`config.mk`:
```
export PLATFORM = sky130hd
export DESIGN_NAME = nos_host
export DESIGN_NICKNAME = d
export VERILOG_FILES = /design/src/design/nos_pin_sync.v /design/src/design/nos_host.v
export VERILOG_INCLUDE_DIRS = /design/src /design/src/design
export SDC_FILE = /design/constraint.sdc
export NUM_CORES = 1
export LEC_CHECK = 0
export BUFFER_PORTS_ARGS = -buffer_cell sky130_fd_sc_hd__buf_4
export CORE_MARGIN = 3
export CORE_UTILIZATION = 52
export CTS_BUF_LIST = sky130_fd_sc_hd__clkbuf_16
export DETAILED_ROUTE_END_ITERATION = 10
export GPL_TIMING_DRIVEN = 0
export PLACE_DENSITY = 0.8
export SLEW_MARGIN = 40
export SYNTH_ARGS = -nofsm -noshare
export SYNTH_HDL_FRONTEND = slang
export SYNTH_HIERARCHICAL = 1
export SYNTH_SLANG_ARGS = --single-unit
```
`constraint.sdc`:
```
create_clock -name clock -period 2.06 [get_ports clock]
set_clock_uncertainty 0.2 [all_clocks]
set_input_delay 0.206 -clock clock [delete_from_list [all_inputs] [get_ports clock]]
set_output_delay 0.206 -clock clock [all_outputs]
set_load 0.01 [all_outputs]
```
`src/design/nos_consts.vh`:
```
// Constants for the NAND operation sequencer host controller
// Assumes inclusion by bare name from design files
`ifndef NOS_CONSTS_VH
`define NOS_CONSTS_VH
// APB register offsets (byte addresses)
`define NOS_REG_CTRL 12'h000
`define NOS_REG_ADDR 12'h004
`define NOS_REG_WDATA 12'h008
`define NOS_REG_RDATA 12'h00c
`define NOS_REG_STATUS 12'h010
`define NOS_REG_CFG 12'h014
// Control fields
`define NOS_CTRL_START 8
`define NOS_CTRL_OP_LO 0
`define NOS_CTRL_OP_HI 3
`define NOS_CTRL_CMD_LO 16
`define NOS_CTRL_CMD_HI 23
// Operation codes
`define NOS_OP_CMD 4'h0
`define NOS_OP_ADDR 4'h1
`define NOS_OP_WRITE 4'h2
`define NOS_OP_READ 4'h3
`define NOS_OP_WAITRDY 4'h4
// Device command codes
`define NOS_CMD_READ1 8'h00
`define NOS_CMD_READ2 8'h01
`define NOS_CMD_READ3 8'h50
`define NOS_CMD_SERIAL_IN 8'h80
`define NOS_CMD_PROGRAM 8'h10
`define NOS_CMD_DUMMY 8'h11
`define NOS_CMD_MULTI 8'h15
`define NOS_CMD_ERASE_SETUP 8'h60
`define NOS_CMD_ERASE_GO 8'hd0
`define NOS_CMD_STATUS1 8'h70
`define NOS_CMD_STATUS2 8'h71
`define NOS_CMD_RESET 8'hff
// Status byte fields
`define NOS_ST_FAIL 0
`define NOS_ST_G0 1
`define NOS_ST_G3 4
`define NOS_ST_SPARE 5
`define NOS_ST_READY 6
`define NOS_ST_UNPROT 7
// Address layout
`define NOS_ADDR_CYCLES 3'd4
`define NOS_GROUP_LO 13
`define NOS_GROUP_HI 14
`define NOS_PAGES_PER_BLOCK 6'd32
// Strobe timing: cycles of the S_LOW and S_HIGH phases at 40 MHz; S_SAMPLE lasts two more
`define NOS_PHASE_CYCLES 4'd2
`define NOS_CFG_RESET 8'h00
`endif

```
`src/design/nos_pin_sync.v`:
```
// Two flop synchroniser for device pins
// Assumes asynchronous inputs and one system clock
`timescale 1ns/1ps
module nos_pin_sync #(
  parameter WIDTH = 9
) (
  input wire clock,
  input wire rstn,
  input wire [WIDTH-1:0] din,
  output reg [WIDTH-1:0] dout
);
  reg [WIDTH-1:0] stage1;
  always @(posedge clock)
  begin
    if (!rstn)
    begin
      stage1 <= {WIDTH{1'b0}};
      dout <= {WIDTH{1'b0}};
    end
    else
    begin
      stage1 <= din;
      dout <= stage1;
    end
  end
endmodule // nos_pin_sync

```
`src/design/nos_host.v`:
```
// Host controller that drives a byte wide NAND flash over its strobes
// Assumes APB software access, one 40 MHz clock, device pins asynchronous
// Notes on behaviour
// - Command 00H selects first read mode with pointer in lower half.
// - Crossing a block boundary needs fresh read command and address.
// - Pass/fail bit counts only while device reports ready.
// - Program starts on 10H after serial input, address and data.
// - Multi-block groups separated by 11H; 15H or 10H programs them.
// - Full sequence repeats load and 15H 31 times, ends with 10H.
// - At most one block per group, same page in each step; the host records groups in groupsUsed but flags neither rule.
// - During multi-block program only sequence, status or reset commands.
// - Early 10H ends multi-block program; status accumulates up to it.
// - After final 10H only ready bit valid until device ready.
// - Address sent over four address cycles, low byte first.
//
// Added by the designer: the address map and the APB register port.
`timescale 1ns/1ps
`include "nos_consts.vh"
module nos_host (
  input wire clock,
  input wire rstn,
  input wire psel,
  input wire penable,
  input wire pwrite,
  input wire [11:0] paddr,
  input wire [31:0] pwdata,
  output reg [31:0] prdata,
  output reg pready,
  output reg pslverr,
  output reg chipEnableN,
  output reg cmdLatch,
  output reg addrLatch,
  output reg writeStrobeN,
  output reg read_strobe_n,
  output reg writeProtectN,
  output reg [7:0] bytePortOut,
  output reg bytePortOe,
  input wire [7:0] bytePortIn,
  input wire ready_busy_n
);
  // ----------------------------------------
  // Pin synchronisers
  // ----------------------------------------
  wire [8:0] pinSync;
  nos_pin_sync #(.WIDTH(9)) uSync (
    .clock(clock),
    .rstn(rstn),
    .din({ready_busy_n, bytePortIn}),
    .dout(pinSync)
  );
  wire devReady = pinSync[8];
  wire [7:0] devByte = pinSync[7:0];
  // ----------------------------------------
  // Registers
  // ----------------------------------------
  localparam S_IDLE = 3'd0;
  localparam S_LOW = 3'd1;
  localparam S_HIGH = 3'd2;
  localparam S_WAIT = 3'd3;
  localparam S_SAMPLE = 3'd4;
  reg [2:0] state;
  reg [3:0] op;
  reg [7:0] cmdByte;
  reg [31:0] addrWord;
  reg [7:0] wdata;
  reg [7:0] rdata;
  reg [7:0] cfg;
  reg [2:0] addrCount;
  reg [3:0] phase;
  reg busy;
  reg done;
  reg [7:0] lastStatus;
  reg statusMode;
  reg [3:0] groupsUsed;
  reg multiActive;
  reg [5:0] pageStep;
  reg seqError;
  reg eraseActive;
  function isSeqCmd;
    input [7:0] c;
    begin
      isSeqCmd = (c == `NOS_CMD_SERIAL_IN) || (c == `NOS_CMD_PROGRAM) ||
        (c == `NOS_CMD_DUMMY) || (c == `NOS_CMD_MULTI) ||
        (c == `NOS_CMD_STATUS1) || (c == `NOS_CMD_STATUS2) ||
        (c == `NOS_CMD_RESET);
    end
  endfunction
  function isStatusCmd;
    input [7:0] c;
    begin
      isStatusCmd = (c == `NOS_CMD_STATUS1) || (c == `NOS_CMD_STATUS2);
    end
  endfunction
  // ----------------------------------------
  // Status capture
  // ----------------------------------------
  function [7:0] statusClean;
    input [7:0] s;
    begin
      statusClean = s;
      statusClean[`NOS_ST_SPARE] = 1'b0;
      if (!s[`NOS_ST_READY])
        statusClean[`NOS_ST_G3:`NOS_ST_FAIL] = 5'h00;
    end
  endfunction
  wire [1:0] addrGroup = addrWord[`NOS_GROUP_HI:`NOS_GROUP_LO];
  // ----------------------------------------
  // APB slave
  // ----------------------------------------
  wire apbSetup = psel && !penable && !pready;
  wire apbWr = apbSetup && pwrite;
  wire startReq = apbWr && (paddr == `NOS_REG_CTRL) && pwdata[`NOS_CTRL_START] && !busy;
  always @(posedge clock)
  begin
    if (!rstn)
    begin
      pready <= 1'b0;
      pslverr <= 1'b0;
      prdata <= 32'h00000000;
      addrWord <= 32'h00000000;
      wdata <= 8'h00;
      cfg <= `NOS_CFG_RESET;
    end
    else
    begin
      pready <= apbSetup;
      pslverr <= 1'b0;
      if (apbSetup)
      begin
        case (paddr)
          `NOS_REG_CTRL: prdata <= {8'h00, cmdByte, 8'h00, 4'h0, op};
          `NOS_REG_ADDR: prdata <= addrWord;
          `NOS_REG_WDATA: prdata <= {24'h000000, wdata};
          `NOS_REG_RDATA: prdata <= {24'h000000, rdata};
          `NOS_REG_STATUS: prdata <= {2'b00, pageStep, lastStatus, 4'h0, groupsUsed,
            3'b000, seqError, multiActive, devReady, done, busy};
          `NOS_REG_CFG: prdata <= {24'h000000, cfg};
          default:
          begin
            prdata <= 32'h00000000;
            pslverr <= 1'b1;
          end
        endcase
        if (pwrite)
        begin
          if (paddr == `NOS_REG_ADDR && !busy)
            addrWord <= pwdata;
          if (paddr == `NOS_REG_WDATA && !busy)
            wdata <= pwdata[7:0];
          if (paddr == `NOS_REG_CFG)
            cfg <= pwdata[7:0];
        end
      end
    end
  end
  // ----------------------------------------
  // Strobe sequencer
  // ----------------------------------------
  wire phaseEnd = (phase == `NOS_PHASE_CYCLES - 4'd1);
  always @(posedge clock)
  begin
    if (!rstn)
    begin
      state <= S_IDLE;
      op <= `NOS_OP_CMD;
      cmdByte <= 8'h00;
      rdata <= 8'h00;
      addrCount <= 3'd0;
      phase <= 4'd0;
      busy <= 1'b0;
      done <= 1'b0;
      lastStatus <= 8'h00;
      statusMode <= 1'b0;
      groupsUsed <= 4'h0;
      multiActive <= 1'b0;
      pageStep <= 6'd0;
      seqError <= 1'b0;
      eraseActive <= 1'b0;
      chipEnableN <= 1'b1;
      cmdLatch <= 1'b0;
      addrLatch <= 1'b0;
      writeStrobeN <= 1'b1;
      read_strobe_n <= 1'b1;
      writeProtectN <= 1'b0;
      bytePortOut <= 8'h00;
      bytePortOe <= 1'b0;
    end
    else
    begin
      writeProtectN <= cfg[0];
      if (apbWr && paddr == `NOS_REG_STATUS && pwdata[1])
        done <= 1'b0;
      case (state)
        S_IDLE:
        begin
          if (startReq)
          begin
            op <= pwdata[`NOS_CTRL_OP_HI:`NOS_CTRL_OP_LO];
            cmdByte <= pwdata[`NOS_CTRL_CMD_HI:`NOS_CTRL_CMD_LO];
            busy <= 1'b1;
            done <= 1'b0;
            addrCount <= 3'd0;
            phase <= 4'd0;
            chipEnableN <= 1'b0;
            if (pwdata[`NOS_CTRL_OP_HI:`NOS_CTRL_OP_LO] == `NOS_OP_WAITRDY)
              state <= S_WAIT;
            else
              state <= S_LOW;
            if (pwdata[`NOS_CTRL_OP_HI:`NOS_CTRL_OP_LO] == `NOS_OP_CMD)
            begin
              // Track multi-block sequence and flag commands out of order
              if (multiActive && !isSeqCmd(pwdata[`NOS_CTRL_CMD_HI:`NOS_CTRL_CMD_LO]))
                seqError <= 1'b1;
              if (pwdata[`NOS_CTRL_CMD_HI:`NOS_CTRL_CMD_LO] == `NOS_CMD_SERIAL_IN)
                multiActive <= 1'b1;
              if (pwdata[`NOS_CTRL_CMD_HI:`NOS_CTRL_CMD_LO] == `NOS_CMD_MULTI)
              begin
                groupsUsed <= 4'h0;
                pageStep <= pageStep + 6'd1;
                if (pageStep == `NOS_PAGES_PER_BLOCK - 6'd1)
                  seqError <= 1'b1;
              end
              if (pwdata[`NOS_CTRL_CMD_HI:`NOS_CTRL_CMD_LO] == `NOS_CMD_PROGRAM)
              begin
                multiActive <= 1'b0;
                groupsUsed <= 4'h0;
                pageStep <= 6'd0;
              end
              if (pwdata[`NOS_CTRL_CMD_HI:`NOS_CTRL_CMD_LO] == `NOS_CMD_ERASE_SETUP)
                eraseActive <= 1'b1;
              if (pwdata[`NOS_CTRL_CMD_HI:`NOS_CTRL_CMD_LO] == `NOS_CMD_ERASE_GO)
              begin
                groupsUsed <= 4'h0;
                eraseActive <= 1'b0;
              end
              statusMode <= isStatusCmd(pwdata[`NOS_CTRL_CMD_HI:`NOS_CTRL_CMD_LO]);
            end
          end
        end
        S_LOW:
        begin
          phase <= phase + 4'd1;
          if (phase == 4'd0)
          begin
            cmdLatch <= (op == `NOS_OP_CMD);
            addrLatch <= (op == `NOS_OP_ADDR);
            bytePortOe <= (op != `NOS_OP_READ);
            if (op == `NOS_OP_ADDR)
              bytePortOut <= addrWord[8*addrCount +: 8];
            else if (op == `NOS_OP_CMD)
              bytePortOut <= cmdByte;
            else
              bytePortOut <= wdata;
          end
          else if (phase == 4'd1)
          begin
            if (op == `NOS_OP_READ)
              read_strobe_n <= 1'b0;
            else
              writeStrobeN <= 1'b0;
          end
          if (phaseEnd && phase != 4'd0)
          begin
            phase <= 4'd0;
            state <= (op == `NOS_OP_READ) ? S_SAMPLE : S_HIGH;
          end
          else if (phaseEnd)
            phase <= phase + 4'd1;
        end
        S_SAMPLE:
        begin
          phase <= phase + 4'd1;
          if (phase == `NOS_PHASE_CYCLES + 4'd1)
          begin
            rdata <= devByte;
            if (statusMode)
              lastStatus <= statusClean(devByte);
            read_strobe_n <= 1'b1;
            phase <= 4'd0;
            state <= S_HIGH;
          end
        end
        S_HIGH:
        begin
          writeStrobeN <= 1'b1;
          phase <= phase + 4'd1;
          if (phaseEnd)
          begin
            phase <= 4'd0;
            cmdLatch <= 1'b0;
            if (op == `NOS_OP_ADDR && addrCount != `NOS_ADDR_CYCLES - 3'd1)
            begin
              addrCount <= addrCount + 3'd1;
              state <= S_LOW;
              addrLatch <= 1'b0;
            end
            else
            begin
              if (op == `NOS_OP_ADDR && (multiActive || eraseActive))
                groupsUsed[addrGroup] <= 1'b1;
              addrLatch <= 1'b0;
              bytePortOe <= 1'b0;
              busy <= 1'b0;
              done <= 1'b1;
              state <= S_IDLE;
            end
          end
        end
        S_WAIT:
        begin
          // Wait on ready after program, erase or array read
          phase <= (phase == 4'hf) ? phase : phase + 4'd1;
          if (phase > `NOS_PHASE_CYCLES && devReady)
          begin
            busy <= 1'b0;
            done <= 1'b1;
            phase <= 4'd0;
            state <= S_IDLE;
          end
        end
        default:
          state <= S_IDLE;
      endcase
    end
  end
endmodule // nos_host

```
==> summary by stage <==
Logic synthesis
The average cell area after synthesis is 8.70 µm². The most used flip-flop cell after synthesis is sky130_fd_sc_hd__dfxtp_1. After synthesis the cells add up to 7510 µm². The number of enable-type register cells in the synthesized netlist is 0. The number of distinct library cells after synthesis is 73. Counting flops with an async set or reset pin after synthesis yields a share of 0%. The flip-flop and latch count after synthesis is 168.

By area the synthesized netlist is led by sky130_fd_sc_hd__dfxtp_1 (45%), sky130_fd_sc_hd__nand2_1 (7.0%), sky130_fd_sc_hd__a21oi_1 (5.7%), sky130_fd_sc_hd__mux2i_1 (5.5%), sky130_fd_sc_hd__nor2_1 (3.3%). The count of warnings emitted by yosys is 6. The post-synthesis sequential area ratio is 44.8%. The most used standard cell by instance count after synthesis is sky130_fd_sc_hd__dfxtp_1.

By count the netlist is led by sky130_fd_sc_hd__dfxtp_1 (168), sky130_fd_sc_hd__nand2_1 (141), sky130_fd_sc_hd__a21oi_1 (85). After synthesis, the largest area contributor takes up 44.8% of total cell area. The most area-hungry cell type in the Yosys netlist is sky130_fd_sc_hd__dfxtp_1. The cell count after synthesis is 863.

The post-synth net total is 928.

Global route
Global routing used 31.0% of the available tracks. The via count of the first global-routing pass was 7,283. The total congestion overflow after global routing is 0.

The number of antenna violations at the first check in global routing is 0. The largest net degree at the start of global routing is 17. The global-route wire length before repair is 38.8 mm.

Die
The number of rows in the core area is 43. In this run the count of I/O pins placed on the die edge is 107. The floorplan step defined a die boundary enclosing 15,900 µm². The effective utilization at floorplan is 53.7%. In this run the vertical extent of the chip is 126 µm. The placeable core area is 14,000 µm². The width of the die is 126 µm.

CTS
TritonCTS built the clock tree. The root buffer cell is sky130_fd_sc_hd__clkbuf_16. The later pin in the worst-skew pair is clocked with a latency of 430 ps.

The number of clock sinks is 168. The H-tree generated during clock tree synthesis spans 4 levels. The clock-pin slew on the worst setup and hold paths is 70 ps. The number of buffers on the longest clock path is 2. The TritonCTS buffer count is 17.

STA
The setup-violating endpoint count in the final report is 27. The setup slack of the critical path after layout is -103 ps. The setup TNS is -1270 ps. The worst hold slack is 32.9 ps. The ratio of final minimum period to clock period is 105%. The final max-slew violation count came to 0.

The number of hold violations in the final report is 0. The final critical path time including I/O delays and setup is 2160 ps. In this run the tightest slew margin relative to its limit is 48.4%. The top achievable clock speed is 0.462 GHz. Setup repair after global routing could not meet its margin everywhere.

For the pin with the worst max-slew slack, the measured transition is 775 ps.

Critical path
The worst register-to-register path ends at bytePortOut[5]. The worst reg2reg path startpoint is op[1]. The count of buffering cells on the critical path with inverters included is 1. For the worst setup path, the data required time is 2160 ps. The largest individual stage delay along the critical path comes from the cell sky130_fd_sc_hd__a221oi_1. Following the worst setup path forward leads to its endpoint at bytePortOut[5].

The number of cell instances on the worst register-to-register path is 6. Of all nets on the critical path, the largest fanout is 9. The kind of launch point of the worst setup path is a register. The kind of end point of the critical path is a register. On the worst path, the slowest cell contributes a delay of 460 ps.

The start point of the critical path is op[1]. The flop-to-flop setup slack is -100 ps. The critical path crosses 6 cells after its start point. The arrival time of data at the critical path endpoint is 2260 ps. The family with the most delay on the worst path is compound AO/OA/AOI/OAI gates. The worst setup path is of the register to register kind. The critical path goes through or3_1 > buf_1 > a221oi_1 > nor3_1 > a21oi_1 > nor2_1.

Run status
The flow ran to the end, but the final reports show violations. The checks that failed: setup timing.

Finish
The filler cells instantiated in the layout total 1,015. Summing all multi-input logic gate instances after layout gives 4130 µm². Registers take 3380 µm².

The utilization of the core after routing is 72.1%. The area overhead of the layout relative to synthesis is 34.3%. The count of cells in the finished layout, fillers not included, comes to 1,246. The number of antenna diodes in the final layout is 0. The fraction of layout instances using a drive strength above 1 is 25.5%. In the final design database the tool counted 1,118 nets.

Routing
For this block, the via count after detailed routing is 7,684. In the routed design, unresolved DRC markers number 0. Once detail routing completed, the nets flagged for antenna violations numbered 0. The first-pass detailed-route iteration total is 6. The routed wire length per instance is 20.5 µm.

After the first detailed-routing iteration, the DRC count stood at 988. The wire length after detailed routing is 25.6 mm. The ratio of routed vias to standard cells is 6.17.

Hold path
The kind of path behind the tightest hold check is primary input to register.

Placed design
The routability congestion estimate is 0.967. The placed wire-length estimate after detailed placement is 17.2 mm. In this run the tool buffered the top-level ports with 100 buffer cells. The placed cell count is 1,143.

Job
The number of max-cap violations is 0.

Pwr
The analysis attributes to cell leakage a power of 3.84 nW. The power per cell area is 682 nW/µm². The worst supply voltage drop on vdd is 0.627 mV.
-- cell usage in the layout, fill, tap and decap left out, types with 9 or more instances in the layout --
cell type                       netlist  layout
sky130_fd_sc_hd__o21ai_0             33      32
sky130_fd_sc_hd__mux2_2              12      12
sky130_fd_sc_hd__dfxtp_1            168     159
sky130_fd_sc_hd__clkbuf_1            33      24
sky130_fd_sc_hd__nand4_1              9       9
sky130_fd_sc_hd__nor3_1              20      17
sky130_fd_sc_hd__nor2_1              66      65
sky130_fd_sc_hd__nor2b_1             10       9
sky130_fd_sc_hd__nand3_1             26      26
sky130_fd_sc_hd__and2_2              14      14
sky130_fd_sc_hd__dlygate4sd3_1        0      55
sky130_fd_sc_hd__clkbuf_16            0      17
sky130_fd_sc_hd__mux2i_1             41      41
sky130_fd_sc_hd__buf_2               19      12
sky130_fd_sc_hd__a22oi_1             17      17
sky130_fd_sc_hd__a21oi_1             85      84
sky130_fd_sc_hd__buf_4                1     122
sky130_fd_sc_hd__nand2_1            141     139
-- worst min path at each step --
stage / cells past startpoint / to / start
final: 4 / statusMode / pwdata[18]
after floorplan: 2 / cmdByte[5] / pwdata[21]
after CTS: 4 / statusMode / pwdata[18]
after detailed placement: 1 / uSync/dout[4] / uSync/stage1[4]
after global routing: 4 / statusMode / pwdata[18]
after global placement: 1 / uSync/dout[2] / uSync/stage1[2]
-- final cells by class --
type	count	area share, %
multi-input combinational	625	41.0
sequential	168	33.5
timing repair buffer	176	14.5
clock buffer	17	4.22
buffer	53	2.62
tap	180	2.23
clock inverter	15	1.46
inverter	12	0.471
-- tightest hold or removal path, cell delays in order --
cell	delay, ps
sky130_fd_sc_hd__buf_2	170
sky130_fd_sc_hd__nor4_1	80
sky130_fd_sc_hd__nand2_1	80
sky130_fd_sc_hd__a21oi_1	70
-- sequential cells by signal, summed over array words and instances (netlist names), 3 cells and up --
name / cells
bytePortOut: 8
pageStep: 6
uSync/stage1: 9
lastStatus: 7
groupsUsed: 4
prdata: 32
wdata: 8
addrCount: 3
rdata: 8
addrWord: 32
cmdByte: 8
cfg: 8
state: 3
uSync/dout: 9
phase: 4
op: 4
-- stage by stage --
stage / total power, W / worst slack (ps) / area, µm²
after global routing: 0.00703 / -170 / 10100
after detailed placement: 0.00367 / -463 / 8500
after CTS: 0.00685 / -63.1 / 9890
final: 0.00688 / -103 / 10100
after global placement: 0.00367 / -457 / 8490
after floorplan: 0.00349 / 14.4 / 7510
-- report_power, final --
part	total (W)	switching, W	internal [W]
Combinational	0.000435	0.000228	0.000206
Sequential	0.00328	0.0000163	0.00326
Clock	0.00317	0.00138	0.00179
Total	0.00688	0.00162	0.00526
-- timing repair --
item	CTS	global route
endpoints found under the hold margin	79	0
buffers inserted	12	9
hold buffers	55	0
pin swaps	15	11
setup endpoints to repair	113	110
gates resized for setup	47	44
-- layer usage --
metal	GRT usage (%)	wire [µm]
met1	40.1	9810
met4	13.6	1120
met2	48.7	11900
met5	0	0
met3	8.27	2830
-- kinds of logic (layout without fill, tap and decap cells) --
family / Yosys count / in the layout / synth area share, %
muxes: 61 / 61 / 9.66
and+or+nand+nor: 353 / 353 / 23.5
adders and majority gates: 7 / 7 / 1.17
DFF: 168 / 168 / 44.8
buffers and inverters: 70 / 273 / 3.96
AOI/OAI and AO/OA: 198 / 198 / 16.3
xor gates and xnor gates: 6 / 6 / 0.700
(Power assumes the default switching activity.)
